$ cat src/common/dma_global_pkg.sv
package dma_global_pkg;
   // Register word width and I/O index of each global register
   localparam int               REG_W            = 16;
   localparam int               IO_ADDR_W        = 4;
   localparam logic [3:0]       GLOBAL_CTRL_ADDR = 4'h0;
   localparam logic [3:0]       INDEX_COMPAT_ADDR = 4'h1;
   // Global control field positions
   localparam int               HOST_PRIO_BIT    = 0;
   localparam int               HOST_EXCL_BIT    = 1;
   localparam int               EMU_FREE_BIT     = 2;
   localparam int               KEEP_ONE_BIT     = 3;
   localparam logic [15:0]      GLOBAL_CTRL_MASK = 16'h000f;
   // Compatibility register field positions
   localparam int               DEST_INDEX_MODE_BIT = 0;
   localparam logic [15:0]      INDEX_COMPAT_MASK   = 16'h0001;
   // Reset values
   localparam logic [15:0]      GLOBAL_CTRL_RST  = 16'h0008;
   localparam logic [15:0]      INDEX_COMPAT_RST = 16'h0000;
   // Memory ports seen by the host port
   typedef enum logic [1:0] {
      PORT_DUAL_ACCESS_RAM_PORT_SEL,
      PORT_SINGLE_ACCESS_RAM_PORT_SEL,
      PORT_EXTMEM_SEL,
      PORT_PERIPH_SEL
   } mem_port_e;
endpackage : dma_global_pkg

$ cat src/hdl/dma_global_control_regs.sv
`timescale 1ns/1ns
// Behaviour
// - With the emulation bit clear, a breakpoint suspends all channel transfers.
// - With the emulation bit set, transfers carry on through a breakpoint.
// - With exclusive access clear, the host port shares RAM and may reach both RAM ports and external memory.
// - With exclusive access set, channels needing a RAM port are held suspended.
// - With exclusive access set, the host port may reach only RAM, not external memory.
// - The host port is never granted the peripheral port.
// - The host priority bit gives the host low priority at 0 and high at 1.
// - Under exclusive access, host priority has no effect at the RAM ports.
// - Bits 15 to 4 of global control read as zero and ignore writes.
// - Both global registers are 16 bits, I/O mapped and read/write.
// - In original mode each channel uses shared element and frame indexes.
// - In enhanced mode the shared indexes are source only, with separate destination ones.
// - Compatibility bit 0 selects original at 0 and enhanced at 1; other bits read zero.
module dma_global_control_regs
   import dma_global_pkg::*;
(
   input  wire logic                  core_clk,
   input  wire logic                  rst,
   input  wire logic                  io_sel,
   input  wire logic                  io_wr,
   input  wire logic [IO_ADDR_W-1:0]  io_addr,
   input  wire logic [REG_W-1:0]      io_wdata,
   output logic      [REG_W-1:0]      io_rdata,
   input  wire logic                  emu_breakpoint,
   input  wire logic                  chan_needs_ram,
   input  wire logic                  host_req,
   input  wire dma_global_pkg::mem_port_e host_port_sel,
   input  wire logic [REG_W-1:0]      chan_element_index,
   input  wire logic [REG_W-1:0]      chan_frame_index,
   input  wire logic [REG_W-1:0]      chan_dst_element_index,
   input  wire logic [REG_W-1:0]      chan_dst_frame_index,
   output logic                       dma_suspend,
   output logic                       chan_ram_hold,
   output logic                       host_grant,
   output logic                       host_service_priority,
   output logic                       ram_prio_active,
   output logic      [REG_W-1:0]      chan_src_element_index,
   output logic      [REG_W-1:0]      chan_src_frame_index,
   output logic      [REG_W-1:0]      dest_element_index,
   output logic      [REG_W-1:0]      dest_frame_index
);
   import dma_global_pkg::*;

   logic [REG_W-1:0] dma_global_control_reg;
   logic [REG_W-1:0] dma_index_compat_control_reg;
   logic             host_exclusive_access;
   logic             emu_free;
   logic             dest_index_mode;
   logic             bkpt_sync1_reg;
   logic             bkpt_sync2_reg;

   function automatic logic reg_hit(input logic [IO_ADDR_W-1:0] a,
                                    input logic [IO_ADDR_W-1:0] target);
      reg_hit = io_sel && (a == target);
   endfunction : reg_hit

   always_ff @(posedge core_clk or posedge rst) begin
      if (rst) begin
         dma_global_control_reg <= GLOBAL_CTRL_RST;
      end else if (io_wr && reg_hit(io_addr, GLOBAL_CTRL_ADDR)) begin
         dma_global_control_reg <= io_wdata & GLOBAL_CTRL_MASK;
      end
   end

   always_ff @(posedge core_clk or posedge rst) begin
      if (rst) begin
         dma_index_compat_control_reg <= INDEX_COMPAT_RST;
      end else if (io_wr && reg_hit(io_addr, INDEX_COMPAT_ADDR)) begin
         dma_index_compat_control_reg <= io_wdata & INDEX_COMPAT_MASK;
      end
   end

   // Read mux
   always_comb begin
      io_rdata = '0;
      if (reg_hit(io_addr, GLOBAL_CTRL_ADDR)) begin
         io_rdata = dma_global_control_reg;
      end else if (reg_hit(io_addr, INDEX_COMPAT_ADDR)) begin
         io_rdata = dma_index_compat_control_reg;
      end
   end

   // Breakpoint synchroniser
   always_ff @(posedge core_clk or posedge rst) begin
      if (rst) begin
         bkpt_sync1_reg <= 1'b0;
         bkpt_sync2_reg <= 1'b0;
      end else begin
         bkpt_sync1_reg <= emu_breakpoint;
         bkpt_sync2_reg <= bkpt_sync1_reg;
      end
   end

   assign host_exclusive_access = dma_global_control_reg[HOST_EXCL_BIT];
   assign emu_free              = dma_global_control_reg[EMU_FREE_BIT];
   assign dest_index_mode       = dma_index_compat_control_reg[DEST_INDEX_MODE_BIT];

   assign dma_suspend = bkpt_sync2_reg && !emu_free;

   assign chan_ram_hold = host_exclusive_access && chan_needs_ram;

   // Host grant decode
   always_comb begin
      host_grant = 1'b0;
      unique case (host_port_sel)
         PORT_DUAL_ACCESS_RAM_PORT_SEL,
         PORT_SINGLE_ACCESS_RAM_PORT_SEL: host_grant = host_req;
         PORT_EXTMEM_SEL: host_grant = host_req && !host_exclusive_access;
         PORT_PERIPH_SEL: host_grant = 1'b0;
      endcase
   end

   assign host_service_priority = dma_global_control_reg[HOST_PRIO_BIT];
   assign ram_prio_active = host_service_priority && !host_exclusive_access;

   assign chan_src_element_index = chan_element_index;
   assign chan_src_frame_index   = chan_frame_index;
   assign dest_element_index = dest_index_mode ? chan_dst_element_index : chan_element_index;
   assign dest_frame_index   = dest_index_mode ? chan_dst_frame_index : chan_frame_index;
endmodule : dma_global_control_regs

$ cat config.mk
export PLATFORM = sky130hd
export DESIGN_NAME = dma_global_control_regs
export DESIGN_NICKNAME = d
export VERILOG_FILES = /design/src/common/dma_global_pkg.sv /design/src/hdl/dma_global_control_regs.sv
export SDC_FILE = /design/constraint.sdc
export NUM_CORES = 1
export LEC_CHECK = 0
export BUFFER_PORTS_ARGS = -buffer_cell sky130_fd_sc_hd__buf_2
export CORE_ASPECT_RATIO = 0.75
export CORE_MARGIN = 5
export CORE_UTILIZATION = 31
export DETAILED_ROUTE_END_ITERATION = 6
export PLACE_DENSITY = 0.93
export SKIP_LAST_GASP = 1
export SLEW_MARGIN = 20
export SYNTH_ARGS = -nofsm -noshare
export SYNTH_HDL_FRONTEND = slang
export SYNTH_SLANG_ARGS = --single-unit
$ cat constraint.sdc
create_clock -name core_clk -period 3.4 [get_ports core_clk]
set_input_delay 0 -clock core_clk [delete_from_list [all_inputs] [get_ports core_clk]]
set_output_delay 0 -clock core_clk [all_outputs]
set_load 0.005 [all_outputs]
==> results.toml <==
[timing]
grt_setup_unrepaired = "false"
period_minus_slack_ns = 1.44
finalSetupViolCount = 0
fmax_mhz = 695
slew_viol_final = 0
whs_ns = 0.00578
timing.final.crit_share_pct = 42.3
clock_skew_ns = 0.00000495
timing.final.hold_violations = 0
tns_ns = 0

[logic_synthesis]
synth_top_area_share_pct = 32.8
async_reset_ff_share_pct = 100
ys.flop_type = "dfrtp_1"
yosys_warnings = 0
netlist_area_um2 = 1100
yosysSeqAreaShare_pct = 16.1
syn-instance-count = 109
synth_compound_area_share_pct = 0.456
synth-edff-count = 0
synth-xor-area-share_pct = 0
synth_simple_gate_area_share_pct = 10.6
synth_fa_ha_area_share_pct = 0
yosys-top-cells-area = "mux2_2 (33%), buf_4 (30%), dfrtp_1 (14%)"
synth_mux_area_share_pct = 40.3
ys_types = 19
syn_avg_cell_area_um2 = 10.1
yosysTopAreaCell = "mux2_2"
synth_top_family_by_area = "multiplexers"
synth-seq-cells = 7

[final_layout]
largest_reg_flops = 4
n_antenna_cell = 0
fin_nets = 326
syn2layout_area_growth_pct = 52.8
fill_cells = 321
stdcell_count = 272
drive_gt1_share_pct = 85.3
post-route-util_pct = 50.0

[drt]
detail_route.iter0.violations = 6
first_pass_iters = 2
drc = 0
via_per_inst = 4.36
drt_wl_total_um = 3530
ant_nets = 0
wl_per_cell_um = 13.0
vias = 1185

[pwr]
p_per_area_nw_per_um2 = 301
ir_drop_mv = 0.176
power_mw = 0.505
leakagePower_nw = 1.00

[floorplanning]
io_pins = 178
fp.coreArea_um2 = 3360
die_area_um2 = 4840
row_count = 18
start_util_pct = 32.7
die-height_um = 61.5
fp.dieW_um = 78.7

[run_status]
outcome = "finished, final reports clean"

[global_routing]
grt_pass1_vias = 1145
antenna_found_initial = 0
track_usage_pct = 12.5
grt_overflow = 0
grt_max_degree = 35
grt_first_pass_wirelength_um = 4810

[placed_design]
numPortBuffers = 153
hpwl_um = 3180
gp_congestion = 0.723
placed_cells_incl_taps = 266

[min_path]
worstHoldStart = "io_wdata[3]"
hold_class = "input pin to flip-flop"

[setup_path]
critPathCaptureType = "output pin"
crit_arrival_ns = 1.44
critPathBufInv = 2
crit_family = "buffers and inverters"
r2r-start = "dma_index_compat_control_reg[0]"
path_cells = "buf_4 > mux2_2 > buf_2"
slowest_delay_ns = 0.39
cp_data_required_time_ns = 3.40
critPathMaxFanout = 34
worstSetupStartpoint = "dma_index_compat_control_reg[0]"
cp_slowest_cell = "mux2_2"
start_kind = "flip-flop"
criticalPathCategory = "flip-flop to output pin"

[run]
drv_cap = 0

[cts]
cts.sink_count = 7
root_buffer = "clkbuf_8"
cts.clk_slew.worst_paths_ns = 0.04
cts_resized = 0
clk_latency_ns = 0.22
htreeDepth = 1
cts.path.max_buffers = 2
numCtsBuffers = 3
cts_tree = "yes"
## path summary, 6_finish.rpt
kind / endpoint / slack [ns] / cells past startpoint
max: dest_element_index[1] / 1.96 / 3
min: dma_global_control_reg[3] / 0.006 / 2
max reg2reg: dma_index_compat_control_reg[0] / 2.32 / 2
min reg2reg: bkpt_sync2_reg / 0.34 / 0
max in group asynchronous: dma_global_control_reg[3] / 2.88 / 3
min in group asynchronous: dma_global_control_reg[0] / 0.26 / 3
## area by class of cell
cell class / instances / area [um^2] / share of cell area [%]
timing repair buffer: 156 / 793 / 47.3
multi-input combinational: 64 / 608 / 36.3
sequential: 7 / 176 / 10.5
tap: 40 / 50.0 / 2.99
clock buffer: 4 / 45.0 / 2.69
inverter: 1 / 3.75 / 0.224
## worst register-to-register path: stages (launching register included)
cell	delay [ns]
dfrtp_1	0.36
buf_4	0.25
mux2_1	0.35
## Yosys cell counts (2+ instances only)
cell type / n
dfrtp_1: 6
and2_1: 5
buf_4: 44
mux2_4: 4
buf_2: 4
nor2b_1: 2
mux2_2: 32
## layout by cell type, fill, tap and decap left out, drive strengths merged
cell type,n
nand3b,1
or4b,1
inv,1
dlygate4sd3,2
clkbuf,4
and2,5
buf,154
dfstp,1
nor2b,2
nor4b,1
conb,12
nor2,2
nand3,1
mux2,37
o21ai,1
mux2i,1
dfrtp,6
## metrics by stage
step                worst slack [ns]  area [um^2]
floorplan                       2.34         1140
global placement                2.20         1610
detailed placement              2.19         1610
CTS                             1.94         1680
global route                    1.89         1680
finish                          1.96         1680
## logic make-up after synthesis
logic type,Yosys count
other,1
DFF,7
and+or+nand+nor,13
AOI/OAI and AO/OA,1
muxes,38
buffers and inverters,49
## power by group
part / leakage [nW] / internal (mW) / switching (mW)
clock network: 0.0228 / 0.0809 / 0.0338
logic: 0.894 / 0.172 / 0.111
registers: 0.0849 / 0.0982 / 0.00911
## timing repair
item	in CTS	in global routing
buffers inserted	0	0
hold buffers	2	0
hold endpoints to repair	8	0
## layer usage
layer  share of wire (%)  track usage, %  routed length (um)  vias up
met4                0.54            2.99                  19        0
met5                   0               0                   0        -
met1                  34            13.6                1200      539
li1                    -               -                   -      565
met2                  54            24.5                1920       79
met3                  11            3.65                 396        2
(Power assumes the default switching activity.)
